### config.mk
export PLATFORM = sky130hd
export DESIGN_NAME = host_packet_framer
export DESIGN_NICKNAME = d
export VERILOG_FILES = /design/src/rtl/host_packet_framer_pkg.sv /design/src/rtl/host_packet_framer.sv
export SDC_FILE = /design/constraint.sdc
export NUM_CORES = 1
export LEC_CHECK = 0
export ABC_AREA = 1
export BUFFER_PORTS_ARGS = -buffer_cell sky130_fd_sc_hd__buf_2
export CORE_ASPECT_RATIO = 0.8
export CORE_MARGIN = 5
export CORE_UTILIZATION = 45
export CTS_BUF_LIST = sky130_fd_sc_hd__clkbuf_8
export CTS_CLUSTER_DIAMETER = 80
export DETAILED_ROUTE_END_ITERATION = 10
export MAX_ROUTING_LAYER = met4
export PLACE_DENSITY = 0.65
export SYNTH_ARGS = -nofsm -noshare
export SYNTH_HDL_FRONTEND = slang
export SYNTH_SLANG_ARGS = --single-unit
### constraint.sdc
create_clock -name REF_CLK_I -period 3.61 [get_ports REF_CLK_I]
set_input_delay 0.361 -clock REF_CLK_I [delete_from_list [all_inputs] [get_ports REF_CLK_I]]
set_output_delay 0.361 -clock REF_CLK_I [all_outputs]
set_load 0.005 [all_outputs]
### src/rtl/host_packet_framer_pkg.sv
// Purpose: shared constants for the host packet framer
// Assumes: 200 MHz system clock
// Notes: crc settings are parameters of the top module
package host_packet_framer_pkg;

   // ------------------------------------------------------------
   // link timing
   // ------------------------------------------------------------
   localparam int CLK_HZ = 200000000;
   localparam int BAUD_SLOW = 19200;
   localparam int BAUD_FAST = 115200;
   // bit period rounded down so the frame never runs long
   localparam logic [15:0] BIT_CYC_SLOW = 16'(CLK_HZ / BAUD_SLOW);
   localparam logic [15:0] BIT_CYC_FAST = 16'(CLK_HZ / BAUD_FAST);
   localparam int DATA_BITS = 8;
   localparam int STOP_BITS = 1;
   localparam int ACK_TIME_MS = 250;
   localparam longint ACK_CYC = longint'(CLK_HZ) / 1000 * ACK_TIME_MS;

   // ------------------------------------------------------------
   // packet format
   // ------------------------------------------------------------
   localparam logic [1:0] CLASS_CMD = 2'h0;
   localparam logic [1:0] CLASS_RESP = 2'h1;
   localparam logic [1:0] CLASS_REPORT = 2'h2;
   localparam logic [1:0] CLASS_ERROR = 2'h3;
   localparam logic [7:0] MAX_LEN = 8'h12;
   localparam int CODE_BITS = 6;
   localparam int FIFO_DEPTH = 4;

   // ------------------------------------------------------------
   // crc defaults
   // ------------------------------------------------------------
   localparam logic [15:0] CRC_POLY_DEF = 16'h8408;
   localparam logic [15:0] CRC_INIT_DEF = 16'hFFFF;
   localparam logic CRC_INV_DEF = 1'b1;

endpackage

### src/rtl/host_packet_framer.sv
// Purpose: packet framing between display module core and host serial link
// Assumes: inputs synchronous to REF_CLK_I; core answers each command in time
// Notes: rx packets checked then handed to core; tx packets built from core
`timescale 1ns/10ps

// ------------------------------------------------------------
// fifo
// ------------------------------------------------------------
module pkt_fifo #(
   parameter int WIDTH = 8,
   parameter int DEPTH = 4
) (
   input wire logic clk_i,
   input wire logic rst_i,
   input wire logic in_valid_i,
   output logic in_ready_o,
   input wire logic [WIDTH-1:0] in_data_i,
   output logic out_valid_o,
   input wire logic out_ready_i,
   output logic [WIDTH-1:0] out_data_o
);
   localparam int AW = $clog2(DEPTH);
   logic [WIDTH-1:0] mem_reg [DEPTH];
   logic [AW-1:0] wr_reg, wr_next, rd_reg, rd_next;
   logic [AW:0] cnt_reg, cnt_next;
   logic push, pop;

   assign in_ready_o = (cnt_reg != (AW+1)'(DEPTH));
   assign out_valid_o = (cnt_reg != '0);
   assign out_data_o = mem_reg[rd_reg];
   assign push = in_valid_i && in_ready_o;
   assign pop = out_valid_o && out_ready_i;

   always_comb begin
      wr_next = push ? AW'(wr_reg + 1'b1) : wr_reg;
      rd_next = pop ? AW'(rd_reg + 1'b1) : rd_reg;
      cnt_next = (AW+1)'(cnt_reg + push - pop);
   end

   always_ff @(posedge clk_i) begin
      if (rst_i) begin
         wr_reg <= '0;
         rd_reg <= '0;
         cnt_reg <= '0;
      end else begin
         wr_reg <= wr_next;
         rd_reg <= rd_next;
         cnt_reg <= cnt_next;
      end
      if (push) begin
         mem_reg[wr_reg] <= in_data_i;
      end
   end
endmodule

// ------------------------------------------------------------
// framer top
// ------------------------------------------------------------
module host_packet_framer #(
   parameter logic [15:0] CRC_POLY = host_packet_framer_pkg::CRC_POLY_DEF,
   parameter logic [15:0] CRC_INIT = host_packet_framer_pkg::CRC_INIT_DEF,
   parameter logic CRC_INV = host_packet_framer_pkg::CRC_INV_DEF,
   parameter longint ACK_CYCLES = host_packet_framer_pkg::ACK_CYC
) (
   input wire logic REF_CLK_I,
   input wire logic SYS_RST_I,
   input wire logic RXD_I,
   output logic TXD_O,
   input wire logic FAST_BAUD_REQ_I,
   output logic FAST_BAUD_O,
   output logic RX_VALID_O,
   output logic [7:0] RX_DATA_O,
   output logic RX_FIRST_O,
   output logic RX_LAST_O,
   input wire logic RX_READY_I,
   input wire logic TX_VALID_I,
   input wire logic [7:0] TX_DATA_I,
   output logic TX_READY_O,
   input wire logic TX_START_I,
   input wire logic [1:0] TX_CLASS_I,
   input wire logic [5:0] TX_CODE_I,
   input wire logic [4:0] TX_LEN_I,
   output logic TX_BUSY_O,
   output logic ACK_PENDING_O,
   output logic ACK_LATE_O,
   output logic RX_DROP_O
);
   // ------------------------------------------------------------
   // shared helpers
   // ------------------------------------------------------------
   function automatic logic [15:0] crc_byte(input logic [15:0] c, input logic [7:0] d);
      logic [15:0] r;
      r = c ^ {8'h00, d};
      for (int i = 0; i < 8; i++) begin
         r = r[0] ? ((r >> 1) ^ CRC_POLY) : (r >> 1);
      end
      return r;
   endfunction

   function automatic logic [15:0] crc_out(input logic [15:0] c);
      return CRC_INV ? ~c : c;
   endfunction

   // ------------------------------------------------------------
   // baud select and uart bit timing
   // ------------------------------------------------------------
   logic fast_reg, fast_next;
   logic [15:0] bit_cyc;
   assign bit_cyc = fast_reg ? host_packet_framer_pkg::BIT_CYC_FAST
                             : host_packet_framer_pkg::BIT_CYC_SLOW;
   assign FAST_BAUD_O = fast_reg;
   // switch only when transmitter idle so the answer leaves at the old rate
   logic tx_idle;
   always_comb begin
      fast_next = fast_reg;
      if (FAST_BAUD_REQ_I && tx_idle) begin
         fast_next = 1'b1;
      end
   end

   // ------------------------------------------------------------
   // uart receiver, 8N1
   // ------------------------------------------------------------
   logic [15:0] rx_cnt_reg, rx_cnt_next;
   logic [3:0] rx_bit_reg, rx_bit_next;
   logic [7:0] rx_sh_reg, rx_sh_next;
   logic rx_busy_reg, rx_busy_next;
   logic rx_byte_stb;
   always_comb begin
      rx_cnt_next = rx_cnt_reg;
      rx_bit_next = rx_bit_reg;
      rx_sh_next = rx_sh_reg;
      rx_busy_next = rx_busy_reg;
      rx_byte_stb = 1'b0;
      if (!rx_busy_reg) begin
         if (!RXD_I) begin
            rx_busy_next = 1'b1;
            rx_cnt_next = bit_cyc >> 1;
            rx_bit_next = '0;
         end
      end else if (rx_cnt_reg != '0) begin
         rx_cnt_next = rx_cnt_reg - 16'h0001;
      end else begin
         rx_cnt_next = bit_cyc - 16'h0001;
         rx_bit_next = rx_bit_reg + 4'h1;
         if (rx_bit_reg == 4'h0 && RXD_I) begin
            rx_busy_next = 1'b0; // false start
         end else if (rx_bit_reg == 4'(host_packet_framer_pkg::DATA_BITS + 1)) begin
            rx_busy_next = 1'b0;
            rx_byte_stb = RXD_I; // framing error drops byte
         end else if (rx_bit_reg != 4'h0) begin
            rx_sh_next = {RXD_I, rx_sh_reg[7:1]};
         end
      end
   end

   // ------------------------------------------------------------
   // packet detector: buffer candidate, release only if valid
   // ------------------------------------------------------------
   logic [7:0] pbuf_reg [22];
   logic [4:0] rcnt_reg, rcnt_next;
   logic [15:0] rcrc_reg, rcrc_next;
   logic [4:0] dcnt_reg, dcnt_next;
   logic [4:0] dlen_reg, dlen_next;
   logic ddraining_reg, ddraining_next;
   logic drop_reg, drop_next;
   logic pend_reg, pend_next;
   logic [5:0] pend_code_reg, pend_code_next;
   logic [7:0] rx_wr_data;
   logic rx_wr;
   logic [4:0] rx_len_f;
   assign rx_len_f = 5'(pbuf_reg[1]);
   always_comb begin
      rcnt_next = rcnt_reg;
      rcrc_next = rcrc_reg;
      dcnt_next = dcnt_reg;
      dlen_next = dlen_reg;
      ddraining_next = ddraining_reg;
      drop_next = 1'b0;
      rx_wr = 1'b0;
      rx_wr_data = rx_sh_reg;
      if (ddraining_reg) begin
         if (RX_READY_I) begin
            dcnt_next = dcnt_reg + 5'h01;
            if (dcnt_reg == dlen_reg) begin
               ddraining_next = 1'b0;
            end
         end
      end else if (rx_byte_stb) begin
         rx_wr = 1'b1;
         rcnt_next = rcnt_reg + 5'h01;
         if (rcnt_reg < 5'h02 || rcnt_reg < rx_len_f + 5'h02) begin
            rcrc_next = crc_byte(rcrc_reg, rx_sh_reg);
         end
         if (rcnt_reg == 5'h01 && rx_sh_reg > host_packet_framer_pkg::MAX_LEN) begin
            rcnt_next = '0;
            rcrc_next = CRC_INIT;
            drop_next = 1'b1;
         end else if (rcnt_reg >= 5'h03 && rcnt_reg == rx_len_f + 5'h03) begin
            rcnt_next = '0;
            rcrc_next = CRC_INIT;
            // crc arrives low byte first
            if ({rx_sh_reg, pbuf_reg[rcnt_reg - 5'h01]} == crc_out(rcrc_reg)) begin
               ddraining_next = 1'b1;
               dcnt_next = '0;
               dlen_next = rx_len_f + 5'h01;
            end else begin
               drop_next = 1'b1;
            end
         end
      end
   end
   // the core sees type, length and payload of a good packet only
   assign RX_VALID_O = ddraining_reg;
   assign RX_DATA_O = pbuf_reg[dcnt_reg];
   assign RX_FIRST_O = ddraining_reg && dcnt_reg == 5'h00;
   assign RX_LAST_O = ddraining_reg && dcnt_reg == dlen_reg;
   assign RX_DROP_O = drop_reg;

   // ------------------------------------------------------------
   // answer deadline tracking
   // ------------------------------------------------------------
   logic [31:0] ack_cnt_reg, ack_cnt_next;
   logic late_reg, late_next;
   logic tx_start_ok;
   always_comb begin
      pend_next = pend_reg;
      pend_code_next = pend_code_reg;
      ack_cnt_next = ack_cnt_reg;
      late_next = late_reg;
      if (pend_reg && ack_cnt_reg != '0) begin
         ack_cnt_next = ack_cnt_reg - 32'h1;
      end
      if (pend_reg && ack_cnt_reg == 32'h1) begin
         late_next = 1'b1;
      end
      if (tx_start_ok && TX_CLASS_I[0]) begin
         pend_next = 1'b0; // response or error closes the wait
         late_next = 1'b0;
      end
      if (RX_FIRST_O && RX_READY_I) begin
         pend_next = 1'b1; // new packet wins over a close
         pend_code_next = RX_DATA_O[5:0];
         ack_cnt_next = 32'(ACK_CYCLES);
         late_next = 1'b0;
      end
   end
   assign ACK_PENDING_O = pend_reg;
   assign ACK_LATE_O = late_reg;

   // ------------------------------------------------------------
   // transmit path through payload fifo
   // ------------------------------------------------------------
   logic f_valid, f_ready;
   logic [7:0] f_data;
   pkt_fifo #(.WIDTH(8), .DEPTH(host_packet_framer_pkg::FIFO_DEPTH)) u_fifo (
      .clk_i(REF_CLK_I),
      .rst_i(SYS_RST_I),
      .in_valid_i(TX_VALID_I),
      .in_ready_o(TX_READY_O),
      .in_data_i(TX_DATA_I),
      .out_valid_o(f_valid),
      .out_ready_i(f_ready),
      .out_data_o(f_data)
   );

   typedef enum logic [4:0] {
      TS_IDLE = 5'h01,
      TS_TYPE = 5'h02,
      TS_LEN = 5'h04,
      TS_DATA = 5'h08,
      TS_CRC = 5'h10
   } tx_state_t;
   tx_state_t ts_reg, ts_next;
   logic [7:0] ttype_reg, ttype_next;
   logic [4:0] tlen_reg, tlen_next, tidx_reg, tidx_next;
   logic [15:0] tcrc_reg, tcrc_next;
   logic [7:0] tsh_reg, tsh_next;
   logic [15:0] tcnt_reg, tcnt_next;
   logic [3:0] tbit_reg, tbit_next;
   logic tline_reg, tline_next, tbusy_reg, tbusy_next;
   logic byte_load;
   logic [7:0] byte_val;
   logic [15:0] tcrc_fin;
   assign tcrc_fin = crc_out(tcrc_reg);

   assign tx_idle = (ts_reg == TS_IDLE) && !tbusy_reg;
   // reports may start whenever the transmitter is idle, even while an answer is awaited
   assign tx_start_ok = TX_START_I && tx_idle;
   assign TX_BUSY_O = !tx_idle;
   assign TXD_O = tline_reg;

   always_comb begin
      ts_next = ts_reg;
      ttype_next = ttype_reg;
      tlen_next = tlen_reg;
      tidx_next = tidx_reg;
      tcrc_next = tcrc_reg;
      byte_load = 1'b0;
      byte_val = 8'h00;
      f_ready = 1'b0;
      case (ts_reg)
         TS_IDLE: begin
            if (tx_start_ok) begin
               // answers reuse the pending command code
               ttype_next = {TX_CLASS_I, TX_CLASS_I[0] ? pend_code_reg : TX_CODE_I};
               tlen_next = (TX_LEN_I > 5'(host_packet_framer_pkg::MAX_LEN))
                           ? 5'(host_packet_framer_pkg::MAX_LEN) : TX_LEN_I;
               tcrc_next = CRC_INIT;
               ts_next = TS_TYPE;
            end
         end
         TS_TYPE: begin
            if (!tbusy_reg) begin
               byte_load = 1'b1;
               byte_val = ttype_reg;
               tcrc_next = crc_byte(tcrc_reg, ttype_reg);
               ts_next = TS_LEN;
            end
         end
         TS_LEN: begin
            if (!tbusy_reg) begin
               byte_load = 1'b1;
               byte_val = 8'(tlen_reg);
               tcrc_next = crc_byte(tcrc_reg, 8'(tlen_reg));
               tidx_next = '0;
               ts_next = (tlen_reg == '0) ? TS_CRC : TS_DATA;
            end
         end
         TS_DATA: begin
            if (!tbusy_reg && f_valid) begin
               f_ready = 1'b1;
               byte_load = 1'b1;
               byte_val = f_data;
               tcrc_next = crc_byte(tcrc_reg, f_data);
               tidx_next = tidx_reg + 5'h01;
               if (tidx_reg + 5'h01 == tlen_reg) begin
                  ts_next = TS_CRC;
                  tidx_next = '0;
               end
            end
         end
         TS_CRC: begin
            if (!tbusy_reg) begin
               byte_load = 1'b1;
               byte_val = tidx_reg[0] ? tcrc_fin[15:8] : tcrc_fin[7:0];
               tidx_next = tidx_reg + 5'h01;
               if (tidx_reg[0]) begin
                  ts_next = TS_IDLE;
               end
            end
         end
         default: ts_next = TS_IDLE;
      endcase
   end

   // uart transmitter: start, 8 data lsb first, one stop
   always_comb begin
      tsh_next = tsh_reg;
      tcnt_next = tcnt_reg;
      tbit_next = tbit_reg;
      tline_next = tline_reg;
      tbusy_next = tbusy_reg;
      if (byte_load) begin
         tsh_next = byte_val;
         tline_next = 1'b0;
         tcnt_next = bit_cyc - 16'h0001;
         tbit_next = '0;
         tbusy_next = 1'b1;
      end else if (tbusy_reg) begin
         if (tcnt_reg != '0) begin
            tcnt_next = tcnt_reg - 16'h0001;
         end else begin
            tcnt_next = bit_cyc - 16'h0001;
            tbit_next = tbit_reg + 4'h1;
            if (tbit_reg < 4'(host_packet_framer_pkg::DATA_BITS)) begin
               tline_next = tsh_reg[0];
               tsh_next = tsh_reg >> 1;
            end else if (tbit_reg < 4'(host_packet_framer_pkg::DATA_BITS
                                       + host_packet_framer_pkg::STOP_BITS)) begin
               tline_next = 1'b1;
            end else begin
               tbusy_next = 1'b0;
            end
         end
      end
   end

   // ------------------------------------------------------------
   // registers
   // ------------------------------------------------------------
   always_ff @(posedge REF_CLK_I) begin
      if (SYS_RST_I) begin
         fast_reg <= 1'b0;
         rx_cnt_reg <= '0;
         rx_bit_reg <= '0;
         rx_sh_reg <= '0;
         rx_busy_reg <= 1'b0;
         rcnt_reg <= '0;
         rcrc_reg <= CRC_INIT;
         dcnt_reg <= '0;
         dlen_reg <= '0;
         ddraining_reg <= 1'b0;
         drop_reg <= 1'b0;
         pend_reg <= 1'b0;
         pend_code_reg <= '0;
         ack_cnt_reg <= '0;
         late_reg <= 1'b0;
         ts_reg <= TS_IDLE;
         ttype_reg <= '0;
         tlen_reg <= '0;
         tidx_reg <= '0;
         tcrc_reg <= CRC_INIT;
         tsh_reg <= '0;
         tcnt_reg <= '0;
         tbit_reg <= '0;
         tline_reg <= 1'b1;
         tbusy_reg <= 1'b0;
      end else begin
         fast_reg <= fast_next;
         rx_cnt_reg <= rx_cnt_next;
         rx_bit_reg <= rx_bit_next;
         rx_sh_reg <= rx_sh_next;
         rx_busy_reg <= rx_busy_next;
         rcnt_reg <= rcnt_next;
         rcrc_reg <= rcrc_next;
         dcnt_reg <= dcnt_next;
         dlen_reg <= dlen_next;
         ddraining_reg <= ddraining_next;
         drop_reg <= drop_next;
         pend_reg <= pend_next;
         pend_code_reg <= pend_code_next;
         ack_cnt_reg <= ack_cnt_next;
         late_reg <= late_next;
         ts_reg <= ts_next;
         ttype_reg <= ttype_next;
         tlen_reg <= tlen_next;
         tidx_reg <= tidx_next;
         tcrc_reg <= tcrc_next;
         tsh_reg <= tsh_next;
         tcnt_reg <= tcnt_next;
         tbit_reg <= tbit_next;
         tline_reg <= tline_next;
         tbusy_reg <= tbusy_next;
      end
      if (rx_wr) begin
         pbuf_reg[rcnt_reg] <= rx_wr_data;
      end
   end
endmodule

==> After elaboration in Yosys (flattened, before gate mapping) <==
Memory sizes are Yosys's and may differ from the RTL's. A register that Yosys moved wholly into a read port is not among the register bits.
Cells that the tools add are included.
{ "word_totals": {"register_bits": 179, "memories": 2, "mem_bits_rw": 208, "elab_cells": 311, "input_bits": 28, "output_inout_bits": 18} }
{ "classes": {"n_eq_ne": 25, "add_sub_neg": 17, "n_mux": 131, "reduce_logical": 55, "n_bitwise": 45, "n_lt_le_gt_ge": 7} }
{ "mem_list": {"columns": ["memory", "depth", "width", "rd", "rd_clocked_by_memory_dff", "wr", "line_no", "source"], "rows": [
  ["pbuf_reg", 22, 8, 3, 1, 1, "host_packet_framer.sv:160", "logic [7:0] pbuf_reg [22];"],
  ["u_fifo.mem_reg", 4, 8, 1, 1, 1, "host_packet_framer.sv:23", "logic [WIDTH-1:0] mem_reg [DEPTH];"]
]} }
{ "ops": {"columns": ["op", "count"], "rows": [
  ["$mux W16", 45],
  ["$mux W5", 24],
  ["$not A2 Y3", 32],
  ["$mux W8", 8],
  ["$pmux W16 S4", 1],
  ["$mux W26", 2],
  ["$xor A16 B8 Y16", 3],
  ["$mux W1", 40],
  ["$eq A32 B1 Y1 const B", 1],
  ["$not A16 Y16", 2],
  ["$pmux W8 S4", 1],
  ["$reduce_bool A16 Y1", 2],
  ["$reduce_bool A32 Y1", 1],
  ["$sub A16 B1 Y16 const B", 2],
  ["$sub A32 B1 Y32 const B", 1],
  ["$pmux W5 S5", 1],
  ["$ne A2 B2 Y1 const B", 11],
  ["$add A5 B1 Y5 const B", 4],
  ["$reduce_and A5 Y1", 4],
  ["$eq A16 B16 Y1", 1],
  ["$xor A16 B5 Y16", 1],
  ["$eq A5 B5 Y1", 3],
  ["$logic_and A1 B1 Y1", 15],
  ["$pmux W5 S3", 1],
  ["40 further kinds", 74]
]} }

==> Depth between registers and ports, before layout <==
Gate-level depths: netlist of run 1.
{ "logic_depth": {"depth_word": 20, "ltp_mapped": 24, "depth_no_buf": 20} }

==> Modules after synthesis <==
A second synthesis of run 1 with hierarchy kept.
{ "unflattened": {"cells_unflattened": 2493, "hier_area_um2": 20609.8} }
{ "by_module_without_submodules": {"columns": ["module", "n_inst", "area_each_um2", "cells_per_inst", "seq_area_each_um2"], "rows": [
  ["host_packet_framer", 1, 18931.9, 2351, 8828.5],
  ["pkt_fifo", 1, 1677.9, 142, 1141.1]
]} }

==> Worst setup path after synthesis of run 1 <==
OpenSTA, ideal clock, no wires.
{ "synth_timing": {"path_kind": "reg2reg", "from": "reg rcnt_reg[0]", "to": "reg with a tool-made name", "path_buffers": 7, "required_ps": 3494, "path_stages_with_launch": 24, "path_slack_ps": 879, "period_less_slack_ps": 2731, "arrival_ps": 2615, "setup_time_ps": 116, "cell_sequence": "dfxtp_1 > buf_4 > inv_4 > buf_6 > buf_4 > ha_1 > buf_4 > inv_2 > buf_6 > buf_4 > nand3_1 > nand3_1 > nand3_1 > nand2_1 > nand2_1 > nand2_1 > nand2_1 > nand2_1 > nand2_1 > nor2_2 > nand4_2 > buf_6 > a21oi_2 > nor2_1"} }
{ "synth_lines": {"columns": ["element", "line_no", "source"], "rows": [
  ["start, declared", "host_packet_framer.sv:161", "logic [4:0] rcnt_reg, rcnt_next;"],
  ["start signal, assigned", "host_packet_framer.sv:425", "rcnt_reg <= rcnt_next;"]
]} }

==> flow_metrics.py, run 1 <==
metrics = {
    "timing": {
        "finalSetupTns_ns": 0,
        "layout_min_cycle_time_ns": 3.46,
        "clock.fmax_ghz": 0.289,
        "rsz0062_at_grt": "no",
        "fin_crit_sh_pct": 95.9,
        "worst_slew_pin_slew_ns": 0.906,
        "setup_violations": 0,
        "slew_violations": 0,
        "finClkSkew_ns": 0.0333,
        "finalHoldViolations": 0,
        "slew-limit-headroom_pct": 39.4,
    },
    "final_layout": {
        "final_common_cell": "nand2_1",
        "final-seq-area_mm2": 0.00998,
        "finalNetCount": 2681,
        "drive_gt1_share_pct": 10.5,
        "largest_reg_flops": 176,
        "multiInputGateArea_mm2": 0.00926,
        "fillers": 4359,
        "utilization_pct": 50.8,
        "n_antenna_cell": 0,
        "syn2layout_area_growth_pct": 11.8,
        "layout_common_cells": "nand2_1 (466), nor2_1 (295), inv_1 (239)",
    },
    "floorplan": {
        "start_util_pct": 45.4,
        "die_area_mm2": 0.0506,
        "die_x_um": 250,
        "rows": 70,
        "die_y_um": 202,
        "core-area_mm2": 0.0457,
        "io_pins": 46,
    },
    "worst_setup_path": {
        "endpoint_kind": "output port",
        "rrSetupSlack_ns": 0.35,
        "rr_startpoint": "rcnt_reg[0]",
        "startpoint_type": "flip-flop",
        "path_max_fanout": 94,
        "worstRegToRegCells": 17,
        "required_ns": 3.25,
        "critPathCapture": "RX_DATA_O[2]",
        "arrival_ns": 3.10,
        "critical_path_class": "reg2out",
    },
    "placed_design": {
        "place_congestion": 1.01,
        "dp.final_hpwl_mm": 42.7,
        "io_buffers": 45,
    },
    "grt": {
        "grt_max_degree": 95,
        "grt_pass1_wl_mm": 97.2,
        "grt_overflow": 0,
        "grt_antenna_before_repair": 0,
        "gr-usage-all-layers_pct": 24.5,
        "first_global_vias": 17476,
    },
    "detailed_routing": {
        "dr.pass1.iters": 8,
        "drc_errors": 0,
        "drtIter0Drc": 2173,
        "routedWlPerCell_um": 18.9,
        "avgViaCountPerCell": 5.63,
        "routed_wl_mm": 61.9,
        "num_vias": 18487,
        "antenna_left": 0,
    },
    "logic_synthesis": {
        "syn-cell-area_mm2": 0.0208,
        "ys_warn_count": 0,
        "yosysUniqueCellTypes": 58,
        "ys.flop_type": "edfxtp_1",
        "ys_seq_elements": 394,
        "synthesis.nets": 2608,
        "async_flop_share_pct": 0,
        "syn_inst": 2545,
        "synth-edff-count": 208,
        "avgSynthCellArea_um2": 8.16,
        "seq_area_frac_synth_pct": 48.0,
    },
    "hold_path": {
        "hold_path_class": "in2reg",
    },
    "clock_tree": {
        "h-tree-depth": 3,
        "clkTransAtPathRegs_ns": 0.06,
        "postCtsSetupRepairBufs": 0,
        "numCtsBuffers": 68,
        "clock_latency_ns": 0.66,
        "cts_root_buffer": "clkbuf_8",
        "cts_tree": "built",
        "cts.sinks": 394,
        "clock_path_buffers": 3,
    },
    "power": {
        "max-vdd-ir-drop_mv": 0.289,
        "p_leak_nw": 9.69,
        "power_density_mw_per_mm2": 469,
    },
    "job": {
        "max_cap_viol_count": 0,
    },
    "outcome": {
        "status": "finished clean",
    },
}
[critical path, stage by stage (launching register included)]
cell and delay, ns:
dfxtp_4 0.44, inv_2 0.13, buf_16 0.31, o21ai_0 0.16, o221ai_1 0.31, nand3_1 0.26
o31ai_1 0.16, nor2_1 0.15, a31oi_2 0.30, buf_2 0.18
[cell families after synthesis]
group	after synthesis	synth area share, %
buf+inv	369	7.52
simple gates	1095	22.7
xor+xnor	116	4.89
compound gates	536	14.8
fa+ha+maj	35	2.14
flops	394	48.0
[cell type report]
cell class	instances	share of cell area, %
flip-flops and latches	394	43.0
multi-input cells	1782	39.9
clock buffers	74	4.39
inverters	247	4.02
repair buffers	125	3.82
well taps	612	3.30
clock inverters	49	1.60
[stage by stage]
stage	setup WS, ns	hold slack, ns	std cells	area (um2)	power (mW)
after floorplan	0.879	0.436	2545	20800	6.30
after global placement	0.491	0.450	3150	21700	6.67
after detailed placement	0.424	0.464	3150	21700	6.71
after CTS	0.0117	0.00588	3283	23200	11.0
after global routing	0.0100	0.0501	3283	23200	11.4
final	0.149	0.0554	3283	23200	10.9
[worst min-delay path by stage]
stage | start | end | slack [ns] | depth (start not counted)
4_1_cts | TX_LEN_I[4] | tlen_reg[1] | 0.006 | 3
3_5_place_dp | u_fifo.rd_reg[1] | flip-flop | 0.46 | 2
3_3_place_gp | u_fifo.rd_reg[1] | flip-flop | 0.45 | 2
6_report | TX_LEN_I[4] | tlen_reg[1] | 0.06 | 3
5_1_grt | TX_LEN_I[2] | tlen_reg[2] | 0.05 | 3
2_1_floorplan | u_fifo.rd_reg[1] | flip-flop | 0.44 | 2
[where the power goes]
group | switching (mW) | leakage, nW | total (mW) | internal (mW)
sequential | 0.190 | 3.64 | 5.06 | 4.87
combinational | 1.05 | 5.26 | 1.61 | 0.556
clock | 1.89 | 0.788 | 4.22 | 2.33
total | 3.13 | 9.69 | 10.9 | 7.75
[metal layers]
metal  up-vias  global-route usage, %  routed length [um]
met1      8649                   34.7               28200
met3       127                   6.39                6180
met4         0                   7.44                1630
met2       888                   34.7               25900
li1       8823                      -                   -
met5         -                      -                   0
[cells in the mapped netlist (4+ instances only)]
cell type / number / area [um2]
buf_4: 8 / 60.1
inv_2: 23 / 86.3
nand3b_1: 5 / 37.5
a21oi_1: 162 / 811
dfxtp_1: 186 / 3720
nor2_4: 4 / 45.0
o21ai_1: 28 / 140
o22ai_1: 30 / 188
nor4_1: 13 / 81.3
nand3_1: 226 / 1130
nor3_1: 28 / 140
nand2_2: 5 / 31.3
o211ai_1: 17 / 128
or2_2: 9 / 56.3
a41oi_1: 4 / 35.0
xnor2_1: 53 / 464
o21ai_0: 199 / 996
a21oi_2: 6 / 52.6
clkbuf_1: 66 / 248
nand2_1: 466 / 1750
a31oi_1: 21 / 131
buf_2: 29 / 145
a221oi_1: 4 / 35.0
buf_6: 14 / 158
o31ai_1: 8 / 60.1
edfxtp_1: 208 / 6250
nor2_1: 295 / 1110
nor2_2: 6 / 37.5
ha_1: 34 / 425
nand4_1: 22 / 138
a211oi_1: 9 / 67.6
o221ai_1: 32 / 280
xor2_1: 63 / 552
nand3_2: 4 / 40.0
buf_1: 5 / 18.8
inv_1: 220 / 826
a32oi_1: 4 / 35.0
[what timing repair did]
item / in CTS / in global routing
pin swaps: 0 / 0
resized for setup: 3 / 4
hold buffers: 10 / 0
endpoints found under the hold margin: 34 / 0
endpoints found under the setup margin: 4 / 3
(Power assumes the default switching activity.)
==> run 2, diff against run 1 <==
- PLACE_DENSITY: 0.65 -> default
- PLACE_DENSITY_LB_ADDON: default -> 0.3
==> run 2 against run 1 <==
Effect of this change: first-iteration DRC count is 2.8% higher; via count hardly changed; cell area is 0.31% lower; die area stayed put; hold slack better by 0.011 ns; register-to-register slack better by 0.10 ns; fmax is 0.26% lower; utilization is 0.16 points lower; global-route usage is 0.16 points lower; clock skew is 0.0014 ns lower; critical endpoint unchanged; largest cell class unchanged; largest power group unchanged; highest routed layer unchanged.
==> flow_metrics.py, run 2 (synthesis results as in run 1) <==
metrics = {
    "clock_tree": {
        "numCtsBuffers": 68,
        "cts.sinks": 394,
        "cts_root_buffer": "clkbuf_8",
        "h-tree-depth": 3,
        "clkTransAtPathRegs_ns": 0.07,
        "clock_latency_ns": 0.65,
        "clock_path_buffers": 3,
        "cts_tree": "built",
    },
    "final_layout": {
        "utilization_pct": 50.6,
        "multiInputGateArea_mm2": 0.00924,
        "finalNonFillerCells": 3288,
        "finalNetCount": 2683,
        "fillers": 4315,
        "layout_common_cells": "nand2_1 (466), nor2_1 (295), inv_1 (242)",
        "post-route-cell-area_mm2": 0.0231,
        "drive_gt1_share_pct": 10.4,
        "largest_reg_flops": 176,
        "final_common_cell": "nand2_1",
        "syn2layout_area_growth_pct": 11.4,
        "final-seq-area_mm2": 0.00997,
    },
    "timing": {
        "slew-limit-headroom_pct": 45.4,
        "finalHoldViolations": 0,
        "rsz0062_at_grt": "no",
        "finalSetupTns_ns": 0,
        "finClkSkew_ns": 0.0319,
        "layout_min_cycle_time_ns": 3.47,
        "fin_ws_ns": 0.140,
        "clock.fmax_ghz": 0.288,
        "worst_slew_pin_slew_ns": 0.819,
        "hold_ws_ns": 0.0664,
        "slew_violations": 0,
        "setup_violations": 0,
        "fin_crit_sh_pct": 96.1,
    },
    "outcome": {
        "status": "finished clean",
    },
    "worst_setup_path": {
        "arrival_ns": 3.11,
        "required_ns": 3.25,
        "startpoint_type": "flip-flop",
        "path_max_fanout": 32,
        "critPathCapture": "RX_DATA_O[2]",
        "rr_endpoint": "dcnt_reg[1]",
        "rr_startpoint": "rcnt_reg[0]",
        "endpoint_kind": "output port",
        "rrSetupSlack_ns": 0.45,
        "critical_path_class": "reg2out",
        "worstRegToRegCells": 16,
    },
    "power": {
        "power_density_mw_per_mm2": 462,
        "p_leak_nw": 9.67,
        "max-vdd-ir-drop_mv": 0.326,
        "power.total_mw": 10.7,
    },
    "floorplan": {
        "die_x_um": 250,
        "io_pins": 46,
        "rows": 70,
        "start_util_pct": 45.4,
        "die_y_um": 202,
        "core-area_mm2": 0.0457,
        "die_area_mm2": 0.0506,
    },
    "grt": {
        "grt_overflow": 0,
        "gr-usage-all-layers_pct": 24.4,
        "grt_max_degree": 83,
        "grt_pass1_wl_mm": 96.8,
        "first_global_vias": 17494,
        "grt_antenna_before_repair": 2,
    },
    "detailed_routing": {
        "antenna_left": 0,
        "drtIter0Drc": 2233,
        "routedWlPerCell_um": 18.7,
        "avgViaCountPerCell": 5.62,
        "num_vias": 18486,
        "dr.pass1.iters": 6,
        "drc_errors": 0,
        "routed_wl_mm": 61.5,
    },
    "placed_design": {
        "place_congestion": 0.956,
        "dp.final_hpwl_mm": 42.1,
        "dpl_worst_slack_ns": 0.527,
        "placed_area_mm2": 0.0217,
        "io_buffers": 45,
        "place_inst": 3152,
    },
    "hold_path": {
        "hold_path_class": "in2reg",
    },
    "job": {
        "max_cap_viol_count": 0,
    },
}
[run 2: cell count changes in the layout (fill, tap and decap cells not counted), moves of 3 or more]
cell        delta
a31oi_1        +3
inv_1          +3
clkinvlp_4     +3
a31oi_2        -3
bufinv_16      -3
[run 2: area by class of cell]
class / instances / area share [%]
clock inverters: 50 / 1.29
well taps: 612 / 3.31
repair buffers: 127 / 3.90
inverters: 247 / 4.04
diodes: 2 / 0.0216
flip-flops and latches: 394 / 43.1
clock buffers: 74 / 4.40
multi-input cells: 1782 / 39.9
[run 2: worst min path at each step]
stage / from / endpoint / slack (ns) / depth (start not counted)
2_1_floorplan: u_fifo.rd_reg[1] / flip-flop / 0.44 / 2
3_3_place_gp: u_fifo.rd_reg[1] / u_fifo.rd_reg[1] / 0.45 / 2
3_5_place_dp: u_fifo.rd_reg[1] / u_fifo.rd_reg[1] / 0.46 / 2
4_1_cts: TX_LEN_I[3] / tlen_reg[3] / 0.03 / 3
5_1_grt: TX_LEN_I[2] / tlen_reg[2] / 0.06 / 3
6_report: TX_LEN_I[3] / tlen_reg[3] / 0.07 / 3
[run 2: critical path, stage by stage (launching register included)]
cell,delay [ns]
dfxtp_1,0.41
buf_4,0.40
o21ai_0,0.15
o22ai_1,0.40
nor2_1,0.08
o31ai_1,0.35
nor2_1,0.08
a31oi_1,0.39
buf_2,0.20
[run 2: timing repair]
| action | 4_1_cts | 5_1_grt |
|---|---|---|
| resized for setup | 0 | 1 |
| endpoints found under the setup margin | 0 | 2 |
| endpoints found under the hold margin | 34 | 0 |
| buffers inserted | 0 | 0 |
| hold buffers | 10 | 0 |
[run 2: power by group]
| part | total (mW) | switching (mW) | internal, mW |
|---|---|---|---|
| clock | 4.00 | 1.89 | 2.11 |
| combinational | 1.64 | 1.08 | 0.562 |
| sequential | 5.04 | 0.177 | 4.87 |
[run 2: layer usage]
metal  track usage (%)  up-vias  routed length, um
met3              6.61      121               6250
met5                 -        -                  0
li1                  -     8828                  -
met4              7.19        0               1550
met1              34.3     8665              27400
met2              34.6      872              26200
==> run 3, diff against run 2 <==
- ABC_AREA: 1 -> 0
==> run 3 against run 2 <==
Effect of this change: critical path depth shrank 3; critical endpoint is now RX_DATA_O[3]; fmax grew 1.6%; clock-buffer cell count grew 2.
==> flow_metrics.py, run 3 <==
metrics = {
    "clock_tree": {
        "clock_path_buffers": 3,
        "cts_root_buffer": "clkbuf_8",
        "cts_tree": "built",
        "cts.sinks": 394,
        "clock_latency_ns": 0.64,
        "numCtsBuffers": 67,
        "clkTransAtPathRegs_ns": 0.06,
        "h-tree-depth": 3,
    },
    "worst_setup_path": {
        "crit_family": "multiplexers",
        "rr_endpoint": "dlen_reg[1]",
        "rrSetupSlack_ns": 0.19,
        "slowest_delay_ns": 0.71,
        "critical_path_class": "reg2out",
        "path_max_fanout": 18,
        "worstRegToRegCells": 12,
        "startpoint_type": "flip-flop",
        "cp_common_cell": "mux4_2",
        "slowest_stage": "dfxtp_2",
        "endpoint_kind": "output port",
        "cp.buffers_inverters": 2,
        "rr_startpoint": "rcnt_reg[0]",
        "arrival_ns": 3.05,
        "worstPathCellList": "buf_4, mux4_2, mux4_2, mux2_2, buf_2",
        "required_ns": 3.25,
    },
    "outcome": {
        "status": "finished clean",
    },
    "detailed_routing": {
        "num_vias": 14894,
        "dr.pass1.iters": 8,
        "routed_wl_mm": 53.0,
        "avgViaCountPerCell": 5.86,
        "antenna_left": 0,
        "routedWlPerCell_um": 20.8,
        "drtIter0Drc": 1619,
        "drc_errors": 0,
    },
    "power": {
        "pwr-share-clk_pct": 33.7,
        "power_switching_mw": 3.93,
        "max-vdd-ir-drop_mv": 0.340,
        "power_frac_comb_pct": 23.3,
        "swShare_pct": 31.6,
        "internal_power_mw": 8.51,
        "p_leak_nw": 8.17,
        "seqPwrFrac_pct": 43.0,
        "power_density_mw_per_mm2": 542,
    },
    "timing": {
        "hold_ws_ns": 0.0982,
        "worst_slew_pin_slew_ns": 1.08,
        "slew_violations": 0,
        "setup_violations": 0,
        "fin_crit_sh_pct": 94.6,
        "finalHoldViolations": 0,
        "layout_min_cycle_time_ns": 3.42,
        "clock.fmax_ghz": 0.293,
        "rsz0062_at_grt": "no",
        "slew-limit-headroom_pct": 27.4,
        "finalSetupTns_ns": 0,
        "finClkSkew_ns": 0.0450,
    },
    "logic_synthesis": {
        "avgSynthCellArea_um2": 11.3,
        "synth_top_cell_area_share_pct": 31.0,
        "syn_inst": 1785,
        "synthesis.nets": 1848,
        "ys_seq_elements": 394,
        "yosysUniqueCellTypes": 72,
        "synth_top_cell_by_area": "edfxtp_1",
        "syn-cell-area_mm2": 0.0201,
        "seq_area_frac_synth_pct": 49.5,
        "synthTopCellsByArea": "edfxtp_1 (31%), dfxtp_1 (18%), mux4_2 (9.5%)",
        "yosys-top-cells-count": "edfxtp_1 (208), nor2_1 (191), dfxtp_1 (186)",
        "async_flop_share_pct": 0,
        "ys.flop_type": "edfxtp_1",
        "ys_warn_count": 0,
        "synth.most_common_cell": "edfxtp_1",
        "synth-edff-count": 208,
    },
    "floorplan": {
        "rows": 69,
        "die_x_um": 247,
        "start_util_pct": 45.4,
        "die_area_mm2": 0.0491,
        "die_y_um": 199,
        "core-area_mm2": 0.0444,
        "io_pins": 46,
    },
    "hold_path": {
        "hold_path_class": "in2reg",
        "hold-path-endpoint": "rx_cnt_reg[5]",
        "worstHoldStart": "RXD_I",
        "worstHoldPathCells": 3,
    },
    "final_layout": {
        "largest_reg_flops": 176,
        "utilization_pct": 51.7,
        "n_antenna_cell": 0,
        "final_common_cell": "edfxtp_1",
        "finalNetCount": 1951,
        "syn2layout_area_growth_pct": 14.0,
        "drive_gt1_share_pct": 18.7,
        "layout_common_cells": "edfxtp_1 (208), nor2_1 (191), dfxtp_1 (183)",
    },
    "grt": {
        "grt_max_degree": 160,
        "gr-usage-all-layers_pct": 22.2,
        "top_usage_layer": "met1",
        "grt_antenna_before_repair": 0,
        "grt_use_met1_pct": 32.8,
        "met3_usage_pct": 5.00,
        "gr-usage-met2_pct": 31.0,
        "grt_overflow": 0,
        "grt_pass1_wl_mm": 82.8,
        "first_global_vias": 14276,
    },
    "placed_design": {
        "place_congestion": 0.905,
        "dp.final_hpwl_mm": 37.2,
        "io_buffers": 45,
    },
    "job": {
        "max_cap_viol_count": 0,
    },
}
-- run 3: cell count changes in the layout (fill, tap and decap cells not counted), sizes merged, moves of 26 or more --
cell	previous run	this run
nand2	473	94
inv	271	64
nand3	230	35
o21ai	227	69
nor2	305	191
mux4	0	85
mux2i	0	68
a21oi	168	104
xnor2	53	99
mux2	0	32
o221ai	32	5
o22ai	30	4
-- run 3: cell families after synthesis --
family,count (synthesis),share of synthesized area (%)
compound gates,315,10.0
xor+xnor,156,6.89
fa+ha+maj,35,2.21
buf+inv,156,3.24
flops,394,49.5
mux,185,14.7
simple gates,544,13.5
-- run 3: layout make-up --
type,instances,area (um2)
sequential,394,9980
clock buffer,76,1050
timing repair buffer,148,1120
inverter,42,160
fill,3887,21400
tap,603,754
clock inverter,45,343
multi-input combinational,1235,9560
-- run 3: metal layers --
metal	vias to the layer above	routed length, um
met2	642	22500
met1	7334	25000
met4	0	1020
met5	-	0
li1	6833	-
met3	85	4480
-- run 3: repair_timing --
item / CTS / global route
hold endpoints to repair: 39 / 0
setup endpoints to repair: 0 / 17
buffers inserted: 0 / 1
gates resized for setup: 0 / 3
hold buffers: 15 / 0
-- run 3: worst min-delay path, stage by stage --
cell      delay, ns
buf_2          0.16
nand2_1        0.07
a221oi_1       0.07
-- run 3: power groups by stage --
stage / clock (mW) / combinational, mW / sequential [mW]
floorplan: 0 / 2.29 / 5.29
global placement: 0 / 2.81 / 5.41
detailed placement: 0 / 2.85 / 5.43
CTS: 4.29 / 2.87 / 5.34
global route: 4.50 / 3.24 / 5.38
finish: 4.19 / 2.90 / 5.34
-- run 3: worst max-delay path by stage --
stage	from	endpoint	slack, ns	cells after the start
floorplan	rcnt_reg[0]	dlen_reg[1]	0.003	16
global placement	rcnt_reg[1]	dlen_reg[1]	0.08	12
detailed placement	rcnt_reg[1]	dlen_reg[1]	0.01	12
CTS	rcnt_reg[1]	dlen_reg[1]	0.03	12
global route	rcnt_reg[0]	dlen_reg[1]	0.04	12
finish	flip-flop	RX_DATA_O[3]	0.19	5
-- run 3: through the flow --
stage          cells  cell area (um2)  setup slack [ns]  power [mW]
2_1_floorplan   1785            20200           0.00287        7.58
3_3_place_gp    2406            21400            0.0789        8.22
3_5_place_dp    2406            21400            0.0107        8.28
4_1_cts         2542            22900            0.0313        12.5
5_1_grt         2543            23000            0.0395        13.1
6_report        2543            23000             0.194        12.4
